**src/inc/cft_regs.svh**
```systemverilog
// constants for the flag and cycle timing unit
`ifndef CFT_REGS_SVH
`define CFT_REGS_SVH

// status register layout, bit 5 down to bit 0
`define CFT_H_BIT 5
`define CFT_I_BIT 4
`define CFT_N_BIT 3
`define CFT_Z_BIT 2
`define CFT_V_BIT 1
`define CFT_C_BIT 0
`define CFT_CCR_RST 6'h10

// instruction lengths in clock cycles
`define CFT_CYC_ALU_IMM 4'h2
`define CFT_CYC_ALU_DIR 4'h3
`define CFT_CYC_ALU_EXT 4'h4
`define CFT_CYC_ALU_IDX 4'h5
`define CFT_CYC_RMW_ACC 4'h2
`define CFT_CYC_RMW_EXT 4'h6
`define CFT_CYC_RMW_IDX 4'h7
`define CFT_CYC_WIDE_IMM 4'h3
`define CFT_CYC_WIDE_DIR 4'h4
`define CFT_CYC_WIDE_EXT 4'h5
`define CFT_CYC_WIDE_IDX 4'h6
`define CFT_CYC_BRANCH 4'h4
`define CFT_CYC_BSR 4'h8
`define CFT_CYC_RTI 4'hA
`define CFT_CYC_SWI 4'hC
`define CFT_CYC_WAI 4'h9
`define CFT_CYC_RTS 4'h5
`define CFT_CYC_PSHPUL 4'h4
`define CFT_CYC_PTRADJ 4'h4
`define CFT_CYC_INH 4'h2

// interrupt entry latency after the current instruction
`define CFT_CYC_IRQ 4'hC
`define CFT_CYC_IRQ_WAIT 4'h4

`endif

```
**src/inc/cft_pkg.sv**
```systemverilog
// types for the flag and cycle timing unit
package cft_pkg;

  typedef enum logic [4:0] {
    CFT_OP_ADD = 5'h00,
    CFT_OP_SUB = 5'h01,
    CFT_OP_LOGIC = 5'h02,
    CFT_OP_NEG = 5'h03,
    CFT_OP_DEC = 5'h04,
    CFT_OP_INC = 5'h05,
    CFT_OP_SHIFT = 5'h06,
    CFT_OP_RMW = 5'h07,
    CFT_OP_INDEX_COMPARE = 5'h08,
    CFT_OP_WIDE_LOAD = 5'h09,
    CFT_OP_STORE = 5'h0A,
    CFT_OP_DECIMAL_ADJUST = 5'h0B,
    CFT_OP_TAP = 5'h0C,
    CFT_OP_RETURN_FROM_INTERRUPT = 5'h0D,
    CFT_OP_SWI = 5'h0E,
    CFT_OP_WAIT_FOR_INTERRUPT = 5'h0F,
    CFT_OP_BRANCH = 5'h10,
    CFT_OP_BRANCH_TO_SUBROUTINE = 5'h11,
    CFT_OP_RTS = 5'h12,
    CFT_OP_PSHPUL = 5'h13,
    CFT_OP_PTRADJ = 5'h14,
    CFT_OP_INHERENT = 5'h15
  } cft_op_t;

  typedef enum logic [2:0] {
    CFT_MODE_INH = 3'h0,
    CFT_MODE_ACCUMULATOR_OPERAND = 3'h1,
    CFT_MODE_IMM = 3'h2,
    CFT_MODE_DIR = 3'h3,
    CFT_MODE_EXT = 3'h4,
    CFT_MODE_IDX = 3'h5,
    CFT_MODE_REL = 3'h6
  } cft_mode_t;

  typedef enum logic [3:0] {
    CFT_ST_IDLE = 4'h1,
    CFT_ST_EXEC = 4'h2,
    CFT_ST_WAIT = 4'h4,
    CFT_ST_INTR = 4'h8
  } cft_state_t;

endpackage

```
**src/hw/cft_cycle_rom.sv**
```systemverilog
// cycle count lookup per instruction class and addressing mode
`timescale 1ns/1ps
`default_nettype none
`include "cft_regs.svh"
module cft_cycle_rom
  import cft_pkg::*;
#(
  parameter int CW = 4
) (
  input wire logic ref_clk,
  input wire logic arst_n,
  input wire cft_op_t op,
  input wire cft_mode_t mode,
  output logic [CW-1:0] len_ff
);

  logic [CW-1:0] nxt_len;

  always_comb begin
    nxt_len = CW'(`CFT_CYC_INH);
    case (op)
      CFT_OP_ADD, CFT_OP_SUB, CFT_OP_LOGIC: begin
        case (mode)
          CFT_MODE_IMM: nxt_len = CW'(`CFT_CYC_ALU_IMM);
          CFT_MODE_DIR: nxt_len = CW'(`CFT_CYC_ALU_DIR);
          CFT_MODE_EXT: nxt_len = CW'(`CFT_CYC_ALU_EXT);
          CFT_MODE_IDX: nxt_len = CW'(`CFT_CYC_ALU_IDX);
          default: nxt_len = CW'(`CFT_CYC_INH);
        endcase
      end
      CFT_OP_NEG, CFT_OP_DEC, CFT_OP_INC, CFT_OP_SHIFT, CFT_OP_RMW: begin
        case (mode)
          CFT_MODE_EXT: nxt_len = CW'(`CFT_CYC_RMW_EXT);
          CFT_MODE_IDX: nxt_len = CW'(`CFT_CYC_RMW_IDX);
          default: nxt_len = CW'(`CFT_CYC_RMW_ACC);
        endcase
      end
      CFT_OP_INDEX_COMPARE, CFT_OP_WIDE_LOAD, CFT_OP_STORE: begin
        case (mode)
          CFT_MODE_IMM: nxt_len = CW'(`CFT_CYC_WIDE_IMM);
          CFT_MODE_DIR: nxt_len = CW'(`CFT_CYC_WIDE_DIR);
          CFT_MODE_EXT: nxt_len = CW'(`CFT_CYC_WIDE_EXT);
          default: nxt_len = CW'(`CFT_CYC_WIDE_IDX);
        endcase
      end
      CFT_OP_BRANCH: nxt_len = CW'(`CFT_CYC_BRANCH);
      CFT_OP_BRANCH_TO_SUBROUTINE: nxt_len = CW'(`CFT_CYC_BSR);
      CFT_OP_RETURN_FROM_INTERRUPT: nxt_len = CW'(`CFT_CYC_RTI);
      CFT_OP_SWI: nxt_len = CW'(`CFT_CYC_SWI);
      CFT_OP_WAIT_FOR_INTERRUPT: nxt_len = CW'(`CFT_CYC_WAI);
      CFT_OP_RTS: nxt_len = CW'(`CFT_CYC_RTS);
      CFT_OP_PSHPUL: nxt_len = CW'(`CFT_CYC_PSHPUL);
      CFT_OP_PTRADJ: nxt_len = CW'(`CFT_CYC_PTRADJ);
      default: nxt_len = CW'(`CFT_CYC_INH);
    endcase
  end

  always_ff @(posedge ref_clk or negedge arst_n) begin
    if (!arst_n) begin
      len_ff <= CW'(`CFT_CYC_INH);
    end else begin
      len_ff <= nxt_len;
    end
  end

endmodule
`default_nettype wire

```
**src/hw/cft_flag_calc.sv**
```systemverilog
// next status flags from one instruction's results
`timescale 1ns/1ps
`default_nettype none
`include "cft_regs.svh"
module cft_flag_calc
  import cft_pkg::*;
(
  input wire cft_op_t op,
  input wire logic wide,
  input wire logic [5:0] ccr,
  input wire logic [15:0] result,
  input wire logic [15:0] opa,
  input wire logic [7:0] opb,
  input wire logic alu_carry,
  input wire logic alu_half,
  input wire logic [7:0] acc_a,
  input wire logic [7:0] stack_ccr,
  output logic [5:0] flags
);

  logic n_res;
  logic z_res;
  logic [7:0] ms_diff;
  logic v_add;
  logic v_sub;

  assign n_res = wide ? result[15] : result[7];
  assign z_res = wide ? (result == 16'h0000) : (result[7:0] == 8'h00);
  assign v_add = (opa[7] & opb[7] & ~result[7]) |
                 (~opa[7] & ~opb[7] & result[7]);
  assign v_sub = (opa[7] & ~opb[7] & ~result[7]) |
                 (~opa[7] & opb[7] & result[7]);
  // only the high bytes decide overflow on the 16-bit compare
  assign ms_diff = opa[15:8] - opb;

  always_comb begin
    flags = ccr;
    flags[`CFT_N_BIT] = n_res;
    flags[`CFT_Z_BIT] = z_res;
    case (op)
      CFT_OP_ADD: begin
        flags[`CFT_H_BIT] = alu_half;
        flags[`CFT_V_BIT] = v_add;
        flags[`CFT_C_BIT] = alu_carry;
      end
      CFT_OP_SUB: begin
        flags[`CFT_V_BIT] = v_sub;
        flags[`CFT_C_BIT] = alu_carry;
      end
      CFT_OP_LOGIC, CFT_OP_WIDE_LOAD, CFT_OP_STORE: begin
        flags[`CFT_V_BIT] = 1'b0;
      end
      CFT_OP_NEG: begin
        flags[`CFT_V_BIT] = (result[7:0] == 8'h80);
        flags[`CFT_C_BIT] = (result[7:0] != 8'h00);
      end
      CFT_OP_DEC: flags[`CFT_V_BIT] = (opb == 8'h80);
      CFT_OP_INC: flags[`CFT_V_BIT] = (opb == 8'h7F);
      CFT_OP_SHIFT: begin
        flags[`CFT_C_BIT] = alu_carry;
        flags[`CFT_V_BIT] = n_res ^ alu_carry;
      end
      CFT_OP_RMW: begin
        flags[`CFT_V_BIT] = 1'b0;
        flags[`CFT_C_BIT] = alu_carry;
      end
      CFT_OP_INDEX_COMPARE: begin
        flags[`CFT_N_BIT] = result[15];
        flags[`CFT_Z_BIT] = (result == 16'h0000);
        flags[`CFT_V_BIT] = (opa[15] & ~opb[7] & ~ms_diff[7]) |
                            (~opa[15] & opb[7] & ms_diff[7]);
      end
      CFT_OP_DECIMAL_ADJUST: begin
        // a carry already set survives the adjust
        flags[`CFT_C_BIT] = ccr[`CFT_C_BIT] | (opb[7:4] > 4'h9);
      end
      CFT_OP_TAP: flags = acc_a[5:0];
      CFT_OP_RETURN_FROM_INTERRUPT: flags = stack_ccr[5:0];
      default: flags = ccr;
    endcase
  end

endmodule
`default_nettype wire

```
**src/hw/cft_core.sv**
```systemverilog
// flag update, instruction timing and bus cycle sequencing
//
// Contract
// - affected flags set on true test, else cleared
// - overflow set when result equals 80 hex
// - adjust carry: high digit over nine, sticky
// - overflow set when operand was 80 hex
// - overflow set when operand was 7F hex
// - shift overflow equals negative xor carry
// - index compare overflow from high byte subtract
// - 16-bit negative flag follows bit 15
// - return from interrupt reloads all flags
// - interrupt sets mask; masked wait needs NMI
// - accumulator transfer sets all flags
// - interrupt entry 12 cycles, 4 after wait
// - dual operand: 2,3,4,5 cycles by mode
// - read-modify-write: 2, 6 extended, 7 indexed
// - branch 4, subroutine branch 8, implied table
// - bus outputs defined on every cycle
// - same mode and length, same bus sequence; a store also drives its write in the last cycle
// - status bits H I N Z V C, 5 to 0
`timescale 1ns/1ps
`default_nettype none
`include "cft_regs.svh"
module cft_core
  import cft_pkg::*;
#(
  parameter int CW = 4
) (
  input wire logic ref_clk,
  input wire logic arst_n,
  input wire logic start,
  input wire cft_op_t op_in,
  input wire cft_mode_t mode_in,
  input wire logic wide_in,
  input wire logic store_in,
  input wire logic [15:0] result_in,
  input wire logic [15:0] opa_in,
  input wire logic [7:0] opb_in,
  input wire logic alu_carry_in,
  input wire logic alu_half_in,
  input wire logic [7:0] acc_a_in,
  input wire logic [7:0] stack_ccr_in,
  input wire logic [15:0] pc_in,
  input wire logic [15:0] ea_in,
  input wire logic [7:0] wdata_in,
  input wire logic irq_req,
  input wire logic nmi_req,
  output logic [5:0] ccr_ff,
  output logic busy_ff,
  output logic done_ff,
  output logic irq_entry_ff,
  output logic waiting_ff,
  output logic [15:0] addr_ff,
  output logic [7:0] data_ff,
  output logic valid_memory_access_strobe_ff,
  output logic rw_ff
);

  cft_state_t st_ff;
  cft_state_t nxt_st;
  cft_op_t op_ff;
  cft_mode_t mode_ff;
  logic store_ff;
  logic [5:0] pend_ff;
  logic [5:0] nxt_flags;
  logic [CW-1:0] cyc_ff;
  logic [CW-1:0] irq_len_ff;
  logic [CW-1:0] rom_q;
  logic start_ok;
  logic exec_end;
  logic intr_end;
  logic wake;
  logic take_irq;
  cft_op_t rom_op;
  cft_mode_t rom_mode;

  assign start_ok = start && (st_ff == CFT_ST_IDLE);
  assign exec_end = (st_ff == CFT_ST_EXEC) && (cyc_ff == rom_q);
  assign intr_end = (st_ff == CFT_ST_INTR) && (cyc_ff == irq_len_ff);
  // an asserted mask blocks the maskable request, NMI always wins
  assign take_irq = nmi_req || (irq_req && !ccr_ff[`CFT_I_BIT]);
  assign wake = (st_ff == CFT_ST_WAIT) && take_irq;

  // the start cycle addresses the table directly so its answer is
  // ready in the first execution cycle
  assign rom_op = start_ok ? op_in : op_ff;
  assign rom_mode = start_ok ? mode_in : mode_ff;

  cft_cycle_rom #(
    .CW(CW)
  ) u_rom (
    .ref_clk(ref_clk),
    .arst_n(arst_n),
    .op(rom_op),
    .mode(rom_mode),
    .len_ff(rom_q)
  );

  cft_flag_calc u_flags (
    .op(op_in),
    .wide(wide_in),
    .ccr(ccr_ff),
    .result(result_in),
    .opa(opa_in),
    .opb(opb_in),
    .alu_carry(alu_carry_in),
    .alu_half(alu_half_in),
    .acc_a(acc_a_in),
    .stack_ccr(stack_ccr_in),
    .flags(nxt_flags)
  );

  always_comb begin
    nxt_st = st_ff;
    case (st_ff)
      CFT_ST_IDLE: begin
        if (start) begin
          nxt_st = CFT_ST_EXEC;
        end
      end
      CFT_ST_EXEC: begin
        if (exec_end) begin
          if (op_ff == CFT_OP_WAIT_FOR_INTERRUPT) begin
            nxt_st = CFT_ST_WAIT;
          end else if (take_irq) begin
            nxt_st = CFT_ST_INTR;
          end else begin
            nxt_st = CFT_ST_IDLE;
          end
        end
      end
      CFT_ST_WAIT: begin
        if (wake) begin
          nxt_st = CFT_ST_INTR;
        end
      end
      CFT_ST_INTR: begin
        if (intr_end) begin
          nxt_st = CFT_ST_IDLE;
        end
      end
      default: nxt_st = CFT_ST_IDLE;
    endcase
  end

  always_ff @(posedge ref_clk or negedge arst_n) begin
    if (!arst_n) begin
      st_ff <= CFT_ST_IDLE;
    end else begin
      st_ff <= nxt_st;
    end
  end

  // instruction capture; flags are worked out while operands stand
  always_ff @(posedge ref_clk or negedge arst_n) begin
    if (!arst_n) begin
      op_ff <= CFT_OP_INHERENT;
      mode_ff <= CFT_MODE_INH;
      store_ff <= 1'b0;
      pend_ff <= `CFT_CCR_RST;
    end else if (start_ok) begin
      op_ff <= op_in;
      mode_ff <= mode_in;
      store_ff <= store_in;
      pend_ff <= nxt_flags;
    end
  end

  always_ff @(posedge ref_clk or negedge arst_n) begin
    if (!arst_n) begin
      cyc_ff <= '0;
      irq_len_ff <= CW'(`CFT_CYC_IRQ);
    end else if (start_ok) begin
      cyc_ff <= CW'(1);
    end else if (exec_end && op_ff != CFT_OP_WAIT_FOR_INTERRUPT &&
                 take_irq) begin
      cyc_ff <= CW'(1);
      irq_len_ff <= CW'(`CFT_CYC_IRQ);
    end else if (wake) begin
      cyc_ff <= CW'(1);
      irq_len_ff <= CW'(`CFT_CYC_IRQ_WAIT);
    end else if (st_ff == CFT_ST_EXEC || st_ff == CFT_ST_INTR) begin
      cyc_ff <= cyc_ff + CW'(1);
    end
  end

  // status register, bits H I N Z V C from 5 down to 0
  always_ff @(posedge ref_clk or negedge arst_n) begin
    if (!arst_n) begin
      ccr_ff <= `CFT_CCR_RST;
    end else if (intr_end) begin
      ccr_ff[`CFT_I_BIT] <= 1'b1;
    end else if (exec_end) begin
      ccr_ff <= pend_ff;
      if (op_ff == CFT_OP_SWI) begin
        ccr_ff[`CFT_I_BIT] <= 1'b1;
      end
    end
  end

  always_ff @(posedge ref_clk or negedge arst_n) begin
    if (!arst_n) begin
      busy_ff <= 1'b0;
      done_ff <= 1'b0;
      irq_entry_ff <= 1'b0;
      waiting_ff <= 1'b0;
    end else begin
      busy_ff <= (nxt_st != CFT_ST_IDLE);
      done_ff <= exec_end;
      irq_entry_ff <= intr_end;
      waiting_ff <= (nxt_st == CFT_ST_WAIT);
    end
  end

  // bus shows cycle k of the instruction one clock after cyc_ff is k;
  // every class of one mode and length walks the same pattern, bar the store write
  always_ff @(posedge ref_clk or negedge arst_n) begin
    if (!arst_n) begin
      addr_ff <= 16'h0000;
      data_ff <= 8'h00;
      valid_memory_access_strobe_ff <= 1'b0;
      rw_ff <= 1'b1;
    end else begin
      addr_ff <= pc_in;
      data_ff <= 8'h00;
      valid_memory_access_strobe_ff <= 1'b0;
      rw_ff <= 1'b1;
      if (st_ff == CFT_ST_EXEC) begin
        valid_memory_access_strobe_ff <= 1'b1;
        if (cyc_ff == CW'(2)) begin
          addr_ff <= pc_in + 16'h0001;
        end else if (cyc_ff > CW'(2)) begin
          addr_ff <= ea_in;
        end
        if (mode_ff == CFT_MODE_IDX &&
            (cyc_ff == CW'(3) || cyc_ff == CW'(4))) begin
          valid_memory_access_strobe_ff <= 1'b0;
        end
        if (store_ff && cyc_ff == rom_q) begin
          rw_ff <= 1'b0;
          data_ff <= wdata_in;
        end
      end
    end
  end

  a_tap_flags: assert property (@(posedge ref_clk) disable iff (!arst_n)
    start_ok && op_in == CFT_OP_TAP |=> pend_ff == $past(acc_a_in[5:0]))
    else $error("accumulator transfer flags wrong");

  a_rti_flags: assert property (@(posedge ref_clk) disable iff (!arst_n)
    start_ok && op_in == CFT_OP_RETURN_FROM_INTERRUPT
    |=> pend_ff == $past(stack_ccr_in[5:0]))
    else $error("return flags not from stack");

  a_neg_ovf: assert property (@(posedge ref_clk) disable iff (!arst_n)
    start_ok && op_in == CFT_OP_NEG
    |=> pend_ff[`CFT_V_BIT] == ($past(result_in[7:0]) == 8'h80))
    else $error("negate overflow wrong");

  a_shift_ovf: assert property (@(posedge ref_clk) disable iff (!arst_n)
    start_ok && op_in == CFT_OP_SHIFT
    |=> pend_ff[`CFT_V_BIT] == (pend_ff[`CFT_N_BIT] ^ pend_ff[`CFT_C_BIT]))
    else $error("shift overflow not n xor c");

  a_wide_neg: assert property (@(posedge ref_clk) disable iff (!arst_n)
    start_ok && op_in == CFT_OP_INDEX_COMPARE
    |=> pend_ff[`CFT_N_BIT] == $past(result_in[15]))
    else $error("wide negative flag wrong");

  a_daa_carry: assert property (@(posedge ref_clk) disable iff (!arst_n)
    start_ok && op_in == CFT_OP_DECIMAL_ADJUST && ccr_ff[`CFT_C_BIT]
    |=> pend_ff[`CFT_C_BIT])
    else $error("adjust dropped carry");

  a_commit_flags: assert property (@(posedge ref_clk) disable iff (!arst_n)
    exec_end && op_ff != CFT_OP_SWI
    |=> ccr_ff == $past(pend_ff) && done_ff)
    else $error("flags not committed at end");

  a_irq_mask: assert property (@(posedge ref_clk) disable iff (!arst_n)
    irq_entry_ff |-> ccr_ff[`CFT_I_BIT])
    else $error("mask not set on entry");

  a_masked_wait: assert property (@(posedge ref_clk) disable iff (!arst_n)
    st_ff == CFT_ST_WAIT && ccr_ff[`CFT_I_BIT] && !nmi_req
    |=> st_ff == CFT_ST_WAIT)
    else $error("masked wait left without nmi");

  a_wait_latency: assert property (@(posedge ref_clk) disable iff (!arst_n)
    wake |=> (st_ff == CFT_ST_INTR) [*4] ##1 irq_entry_ff)
    else $error("wait wake latency not 4");

  a_alu_ext: assert property (@(posedge ref_clk) disable iff (!arst_n)
    start_ok && op_in == CFT_OP_ADD && mode_in == CFT_MODE_EXT
    |=> rom_q == CW'(4))
    else $error("dual operand extended not 4");

  a_rmw_idx: assert property (@(posedge ref_clk) disable iff (!arst_n)
    start_ok && op_in == CFT_OP_INC && mode_in == CFT_MODE_IDX
    |=> (st_ff == CFT_ST_EXEC) [*7] ##1 done_ff)
    else $error("indexed rmw not 7 cycles");

  a_bsr_len: assert property (@(posedge ref_clk) disable iff (!arst_n)
    start_ok && op_in == CFT_OP_BRANCH_TO_SUBROUTINE |=> rom_q == CW'(8))
    else $error("subroutine branch not 8");

  a_idx_vma: assert property (@(posedge ref_clk) disable iff (!arst_n)
    st_ff == CFT_ST_EXEC && mode_ff == CFT_MODE_IDX && cyc_ff == CW'(3)
    |=> !valid_memory_access_strobe_ff [*2])
    else $error("indexed dead cycles strobed");

  a_irq_latency: assert property (@(posedge ref_clk) disable iff (!arst_n)
    exec_end && take_irq && op_ff != CFT_OP_WAIT_FOR_INTERRUPT
    |=> (st_ff == CFT_ST_INTR) [*8] ##1 (st_ff == CFT_ST_INTR) [*4]
    ##1 irq_entry_ff)
    else $error("interrupt entry not 12 cycles");

  a_dec_ovf: assert property (@(posedge ref_clk) disable iff (!arst_n)
    start_ok && op_in == CFT_OP_DEC
    |=> pend_ff[`CFT_V_BIT] == ($past(opb_in) == 8'h80))
    else $error("decrement overflow wrong");

  a_inc_ovf: assert property (@(posedge ref_clk) disable iff (!arst_n)
    start_ok && op_in == CFT_OP_INC
    |=> pend_ff[`CFT_V_BIT] == ($past(opb_in) == 8'h7F))
    else $error("increment overflow wrong");

  a_rmw_ext: assert property (@(posedge ref_clk) disable iff (!arst_n)
    start_ok && op_in == CFT_OP_RMW && mode_in == CFT_MODE_EXT
    |=> rom_q == CW'(6))
    else $error("extended rmw not 6");

  a_bus_idle: assert property (@(posedge ref_clk) disable iff (!arst_n)
    st_ff != CFT_ST_EXEC
    |=> !valid_memory_access_strobe_ff && rw_ff)
    else $error("bus not idle outside instruction");

  a_store_write: assert property (@(posedge ref_clk) disable iff (!arst_n)
    exec_end && store_ff
    |=> !rw_ff && data_ff == $past(wdata_in))
    else $error("store cycle not driven");

endmodule
`default_nettype wire

```
**config.mk**
```make
export PLATFORM = sky130hd
export DESIGN_NAME = cft_core
export DESIGN_NICKNAME = d
export VERILOG_FILES = /design/src/inc/cft_pkg.sv /design/src/hw/cft_cycle_rom.sv /design/src/hw/cft_flag_calc.sv /design/src/hw/cft_core.sv
export VERILOG_INCLUDE_DIRS = /design/src /design/src/inc
export SDC_FILE = /design/constraint.sdc
export NUM_CORES = 1
export LEC_CHECK = 0
export BUFFER_PORTS_ARGS = -buffer_cell sky130_fd_sc_hd__buf_2
export CAP_MARGIN = 0
export CORE_ASPECT_RATIO = 0.8
export CORE_UTILIZATION = 33
export CTS_CLUSTER_DIAMETER = 30
export DETAILED_ROUTE_END_ITERATION = 16
export GPL_TIMING_DRIVEN = 0
export PLACE_DENSITY = 0.67
export SLEW_MARGIN = 10
export SYNTH_ARGS = -nofsm -noshare
export SYNTH_HDL_FRONTEND = slang
export SYNTH_SLANG_ARGS = --single-unit
```
**constraint.sdc**
```tcl
create_clock -name ref_clk -period 2.2 [get_ports ref_clk]
set_clock_uncertainty 0.2 [all_clocks]
set_input_delay 0.11 -clock ref_clk [delete_from_list [all_inputs] [get_ports ref_clk]]
set_output_delay 0.11 -clock ref_clk [all_outputs]
set_load 0.02 [all_outputs]
```
### Yosys cells after proc, flatten, opt, wreduce, memory -nomap -nowiden

Index checks and enable logic that the tools add are counted.

| operators by class | value |
|---|---|
| add/sub/neg operators | 3 |
| order comparisons | 2 |
| equality and inequality tests | 53 |
| mux-type cells | 38 |
| bitwise operators | 24 |
| reduce and logical (&&, ||, !) cells | 30 |

Operators by type and width:

| cell | number |
|---|---|
| == test 5 x 4 -> 1 bit, second input constant | 14 |
| 2-to-1 mux 16 bit | 3 |
| 2-to-1 mux 4 bit | 12 |
| == test 5 x 3 -> 1 bit, second input constant | 8 |
| case mux 4 bit (9 select lines) | 1 |
| == test 5 bit, second input constant | 5 |
| == test 5 x 2 -> 1 bit, second input constant | 4 |
| case mux 3 bit (3 select lines) | 2 |
| adder 16 x 1 -> 16 bit, second input constant | 1 |
| == test 8 bit, second input constant | 2 |
| zero test 16 bit | 1 |
| 2-to-1 mux 8 bit | 2 |
| case mux 4 bit (4 select lines) | 1 |
| AND 1 bit | 12 |
| == test 4 x 2 -> 1 bit, second input constant | 3 |
| == test 4 x 3 -> 1 bit, second input constant | 3 |
| OR reduction 11 bit | 1 |
| == test 5 x 1 -> 1 bit, second input constant | 2 |
| zero test 5 bit | 2 |
| 2-to-1 mux 5 bit | 2 |
| case mux 1 bit (10 select lines) | 1 |
| == test 3 bit, second input constant | 3 |
| logical AND 1 bit | 9 |
| OR reduction 3 bit | 3 |
| other kinds (30) | 53 |

| storage, ports and cells | value |
|---|---|
| flip-flop bits (word level) | 67 |
| input bits | 113 |
| output and inout bits | 36 |

### Longest topological paths before layout

| logic depth | value |
|---|---|
| depth after elaboration | 8 |
| gate-level depth with buffers | 9 |
| gate-level depth less buffers | 8 |

### Modules after synthesis

From an unflattened synthesis, not the netlist that was laid out.

| unflattened totals | value |
|---|---|
| cells, all modules | 437 |
| area, all modules | 4,106.4 um^2 |

By module, submodules not included:

| module | times used | cells each | area an instance (um^2) |
|---|---|---|---|
| cft_core | 1 | 279 | 3,052.9 |
| cft_flag_calc | 1 | 120 | 739.5 |
| cft_cycle_rom | 1 | 38 | 314.1 |

### Worst setup path before layout

Ideal clock, no wire load.

| timing path | value |
|---|---|
| path kind | register to register |
| from | reg st_ff[0] |
| to | reg pend_ff[1] |
| library setup time | 0.065 ns |
| arrival | 1.891 ns |
| setup slack | 0.044 ns |
| cell stages (with the launch flop) | 9 |
| path buffers | 3 |
| clock period less this slack | 2.156 ns |
| cells stage by stage | dfstp_2 -> clkbuf_1 -> and4b_1 -> buf_2 -> buf_2 -> mux2i_1 -> nand3_1 -> mux2_2 -> nand2_1 |

| between the ends | value |
|---|---|
| longest elaborated chain between the ends | 2 |

RTL lines:

| element | line | source |
|---|---|---|
| from (decl) | cft_core.sv:60 | `cft_state_t st_ff;` |
| from (signal assigned) | cft_core.sv:151 | `st_ff <= nxt_st;` |
| == test 4 x 1 -> 1 bit | cft_core.sv:78 | `assign start_ok = start && (st_ff == CFT_ST_IDLE);` |
| logical AND 1 bit | cft_core.sv:78 |  |
| to (signal assigned) | cft_core.sv:161 | `` pend_ff <= `CFT_CCR_RST; `` |
| to (signal assigned) | cft_core.sv:166 | `pend_ff <= nxt_flags;` |
| to (decl) | cft_core.sv:65 | `logic [5:0] pend_ff;` |

Every way passes these cells.
A chain may end at the register's enable or synchronous reset.

### Worst setup path after layout

| timing path | value |
|---|---|
| from | reg st_ff[3] |
| to | reg u_rom.len_ff[1] |

| between the ends | value |
|---|---|
| longest elaborated chain between the ends | 6 |
| elaborated cells on any way between the ends | 34 |
| classes of those cells | eq/ne (23); mux (5); reduce/logical (6) |

RTL lines:

| element | line | source |
|---|---|---|
| == test 4 x 1 -> 1 bit (*) | cft_core.sv:78 |  |
| logical AND 1 bit (*) | cft_core.sv:78 |  |
| 2-to-1 mux 5 bit / 2-to-1 mux 3 bit (equally long branches) | - |  |
| == test 5 x 2 -> 1 bit (tied with other cells) | cft_cycle_rom.sv:21 | `case (op)` |
| OR reduction 5 bit (tied with other cells) | cft_cycle_rom.sv:21 |  |
| case mux 4 bit (9 select lines) (*) | cft_cycle_rom.sv:21 |  |
| net u_rom.nxt_len[1] | cft_cycle_rom.sv:17 | `logic [CW-1:0] nxt_len;` |
| to (signal assigned) | cft_cycle_rom.sv:60 | `` len_ff <= CW'(`CFT_CYC_INH); `` |
| to (signal assigned) | cft_cycle_rom.sv:62 | `len_ff <= nxt_len;` |
| to (decl) | cft_cycle_rom.sv:14 | `output logic [CW-1:0] len_ff` |

Mark *: on every way through the listed nets, which the timed path passes. The rest lies on a longest branch.

==> results.json <==
{
  "internal_power_uw": 3580,
  "failed_checks": "DRC",
  "criticalPathCategory": "register to register",
  "share_clk_of_total_power_pct": 26.9,
  "synth_top_family_by_area": "simple AND/OR/NAND/NOR gates",
  "timing.critical_path.to_type": "register",
  "netlist_top_cells_count": "sky130_fd_sc_hd__dfrtp_1, sky130_fd_sc_hd__nand2_1, sky130_fd_sc_hd__a21oi_1, sky130_fd_sc_hd__inv_1, sky130_fd_sc_hd__nor2_1",
  "fin_setup_tns_ns": 0,
  "max_freq_ghz": 0.455,
  "vias": 4492,
  "detail_route.iter0.violations": 355,
  "hold-worst-slack_ns": 0.000107,
  "synth_top_flop_cell": "sky130_fd_sc_hd__dfrtp_1",
  "seq_power_share_pct": 31.2,
  "tightest_slew_ns": 0.809,
  "clock_sink_count": 64,
  "synth_xor_area_share_pct": 2.39,
  "synth_most_common_cell": "sky130_fd_sc_hd__dfrtp_1",
  "maximum_number_of_pins_on_one_net_before_global_route_repair": 65,
  "worst_setup_hold_path_clk_slew_ns": 0.05,
  "initial_standard_cell_utilization_of_the_core_pct": 34.4,
  "final.fill_count": 1062,
  "global_route_wire_length_before_repair_mm": 21.3,
  "syn_area_um2": 4030,
  "placement.setup.worst_slack_ns": -0.346,
  "synth_enable_flop_cells": 0,
  "fin_nets": 810,
  "pwr-share-comb_pct": 41.9,
  "netlist_instances": 470,
  "ys_seq_elements": 64,
  "muxShareOfSynthArea_pct": 3.42,
  "timing_max_transition_violations_final": 0,
  "fin_ws_ns": 0.00365,
  "switching_share_pct": 36.8,
  "timing.slew.headroom_pct": 46.0,
  "post_synth_main_area_contributors": "sky130_fd_sc_hd__dfrtp_1, sky130_fd_sc_hd__dfstp_2, sky130_fd_sc_hd__a21oi_1",
  "routed_wirelength_mm": 13.3,
  "final_hold_viol_count": 0,
  "p_sw_uw": 2080,
  "synth_fp_nets": 595,
  "synth.lib_cells_used.distinct": 62,
  "ys_async_sr_fraction_pct": 100,
  "crit_arrival_ns": 2.26,
  "area.growth.synth_to_final_pct": 50.1,
  "critical_path.startpoint_type": "register",
  "routed_via_density": 5.36,
  "coreArea_um2": 11700,
  "grt_pass1_vias": 4341,
  "insertion_delay_ns": 0.32,
  "tritoncts.num_buffers": 9,
  "critPathRequiredTime_ns": 2.26,
  "overall_overflow_remaining_after_global_route": 0,
  "power.density_nw_per_um2": 937,
  "ctsLongestPathBuffers": 2,
  "maxcap_viol_count": 0,
  "synth_adder_area_share_pct": 3.73,
  "die_height_um": 101,
  "num_io_pins": 149,
  "routed_wire_length_per_instance_um": 15.9,
  "first_pass_iters": 12,
  "setup_repair_after_global_routing_missed_its_margin": "true",
  "synthesis.area_per_instance_um2": 8.56,
  "synth_area_leader_cell": "sky130_fd_sc_hd__dfrtp_1",
  "yosysTopAreaCellShare_pct": 34.2,
  "layout.area.seq_um2": 1620,
  "hold_class": "input pin to register",
  "vdd.ir_drop.worst_v": 0.000500,
  "synthSimpleGateAreaFrac_pct": 23.3,
  "cts_max_level": 3,
  "crit_fanout": 5,
  "hpwlAfterDp_mm": 9.14,
  "initial_antenna_violation_count": 0,
  "ys_warn_count": 0,
  "floorplan.die_area_um2": 12600,
  "min_period_over_period_pct": 99.8,
  "power.static_leakage_uw": 0.00284,
  "drtAntennaViolNets": 0,
  "synth.yosys.seq_area_share_pct": 40.1,
  "num_antenna_cells": 0,
  "grt_usage_pct": 21.0,
  "final-setup-viol-count": 0,
  "min_period_ns": 2.20,
  "post_synthesis_compound_gate_area_fraction_pct": 21.5,
  "area_occupied_by_multi_input_gates_um2": 2310,
  "number_of_placement_rows": 35,
  "outcome": "finished, violations left",
  "remaining_drc_errors": 5,
  "gp_congestion": 0.882,
  "post_route_cells_drive_above_1_share_pct": 32.3,
  "cts_root_buffer": "sky130_fd_sc_hd__clkbuf_16",
  "clock_tree_from_tritoncts": "done",
  "count_of_buffers_inserted_at_the_top_level_ports": 136,
  "floorplan.die.width_um": 125
}
routing by layer:
metal	vias to the layer above	GRT usage [%]	wire [um]
met5	-	0	0
met4	0	8.35	386
met3	42	3.40	919
met2	206	33.9	6170
met1	2104	28.4	5870
li1	2140	-	-
critical path: stages, from the launching register on:
cell and delay (ns):
sky130_fd_sc_hd__dfrtp_1 0.46, sky130_fd_sc_hd__nor2_4 0.14, sky130_fd_sc_hd__nand4b_1 0.23, sky130_fd_sc_hd__buf_4 0.23, sky130_fd_sc_hd__buf_4 0.13, sky130_fd_sc_hd__nand3b_1 0.09
sky130_fd_sc_hd__o31ai_2 0.12, sky130_fd_sc_hd__nor4bb_1 0.38, sky130_fd_sc_hd__a211o_1 0.15
power groups by stage:
stage	sequential [uW]	clock (uW)	combinational, uW
6_report	1770	1520	2370
5_1_grt	1810	1610	2600
4_1_cts	1770	1560	2180
3_5_place_dp	1770	0	1990
3_3_place_gp	1750	0	1960
2_1_floorplan	1810	0	1310
state kept, by name, summed over array words and instances, names as in the netlist:
name,cells
valid_memory_access_strobe_ff,1
rw_ff,1
store_ff,1
mode_ff,3
u_rom.len_ff,4
ccr_ff,6
done_ff,1
cyc_ff,4
waiting_ff,1
irq_len_ff,1
pend_ff,6
op_ff,5
irq_entry_ff,1
addr_ff,16
data_ff,8
st_ff,4
busy_ff,1
cell usage in the layout, fill, tap and decap left out, types with 12 or more instances in the layout:
master,Yosys,final
sky130_fd_sc_hd__dfrtp_1,55,52
sky130_fd_sc_hd__nand3_1,15,13
sky130_fd_sc_hd__inv_1,28,27
sky130_fd_sc_hd__o21ai_0,22,21
sky130_fd_sc_hd__buf_2,14,143
sky130_fd_sc_hd__a31oi_1,12,12
sky130_fd_sc_hd__buf_4,0,13
sky130_fd_sc_hd__nor2_1,26,25
sky130_fd_sc_hd__nand2_1,50,48
sky130_fd_sc_hd__dlygate4sd3_1,0,59
sky130_fd_sc_hd__a21oi_1,42,41
cell families after synthesis:
logic type	count (synthesis)
AO/OA/AOI/OAI	137
XOR/XNOR	11
adder cells (fa/ha/maj)	12
buffers and inverters	55
flip-flops	64
multiplexers	13
AND/OR/NAND/NOR	178
final timing paths:
check                                       startpoint                         to  slack [ns]  depth (start not counted)
worst max-delay path                st_ff[3]$_DFF_PN0_  u_rom.len_ff[1]$_DFF_PN1_       0.004                          8
worst min-delay path                      alu_carry_in     pend_ff[0]$_DFFE_PN0P_      0.0001                          3
worst max register to register      st_ff[3]$_DFF_PN0_  u_rom.len_ff[1]$_DFF_PN1_       0.004                          8
worst min register to register  pend_ff[0]$_DFFE_PN0P_      ccr_ff[0]$_DFFE_PN0P_        0.29                          2
max in group asynchronous                       arst_n      cyc_ff[0]$_DFFE_PN0P_        1.01                          2
min in group asynchronous                       arst_n      addr_ff[10]$_DFF_PN0_        0.23                          2
stage by stage:
step	cells	util [%]	total power [uW]	area, um2
2_1_floorplan	470	-	3120	4030
3_3_place_gp	754	41.8	3710	4890
3_5_place_dp	754	41.9	3750	4890
4_1_cts	833	50.5	5510	5910
5_1_grt	838	51.7	6020	6040
6_report	838	51.7	5660	6040
repair_timing:
item	CTS	global route
resized for setup	18	32
pin swaps	4	14
setup endpoints to repair	51	33
endpoints found under the hold margin	90	0
hold buffers	59	0
setup buffers	6	5
area by class of cell:
cell class / instances / share of cell area, %
Clock inverter: 5 / 1.30
Sequential cell: 64 / 26.8
Multi-Input combinational cell: 351 / 38.2
Clock buffer: 11 / 4.02
Timing Repair Buffer: 206 / 22.4
Buffer: 25 / 2.44
Inverter: 28 / 1.74
Tap cell: 148 / 3.06
No activity file was read; power rests on OpenSTA's default activity.
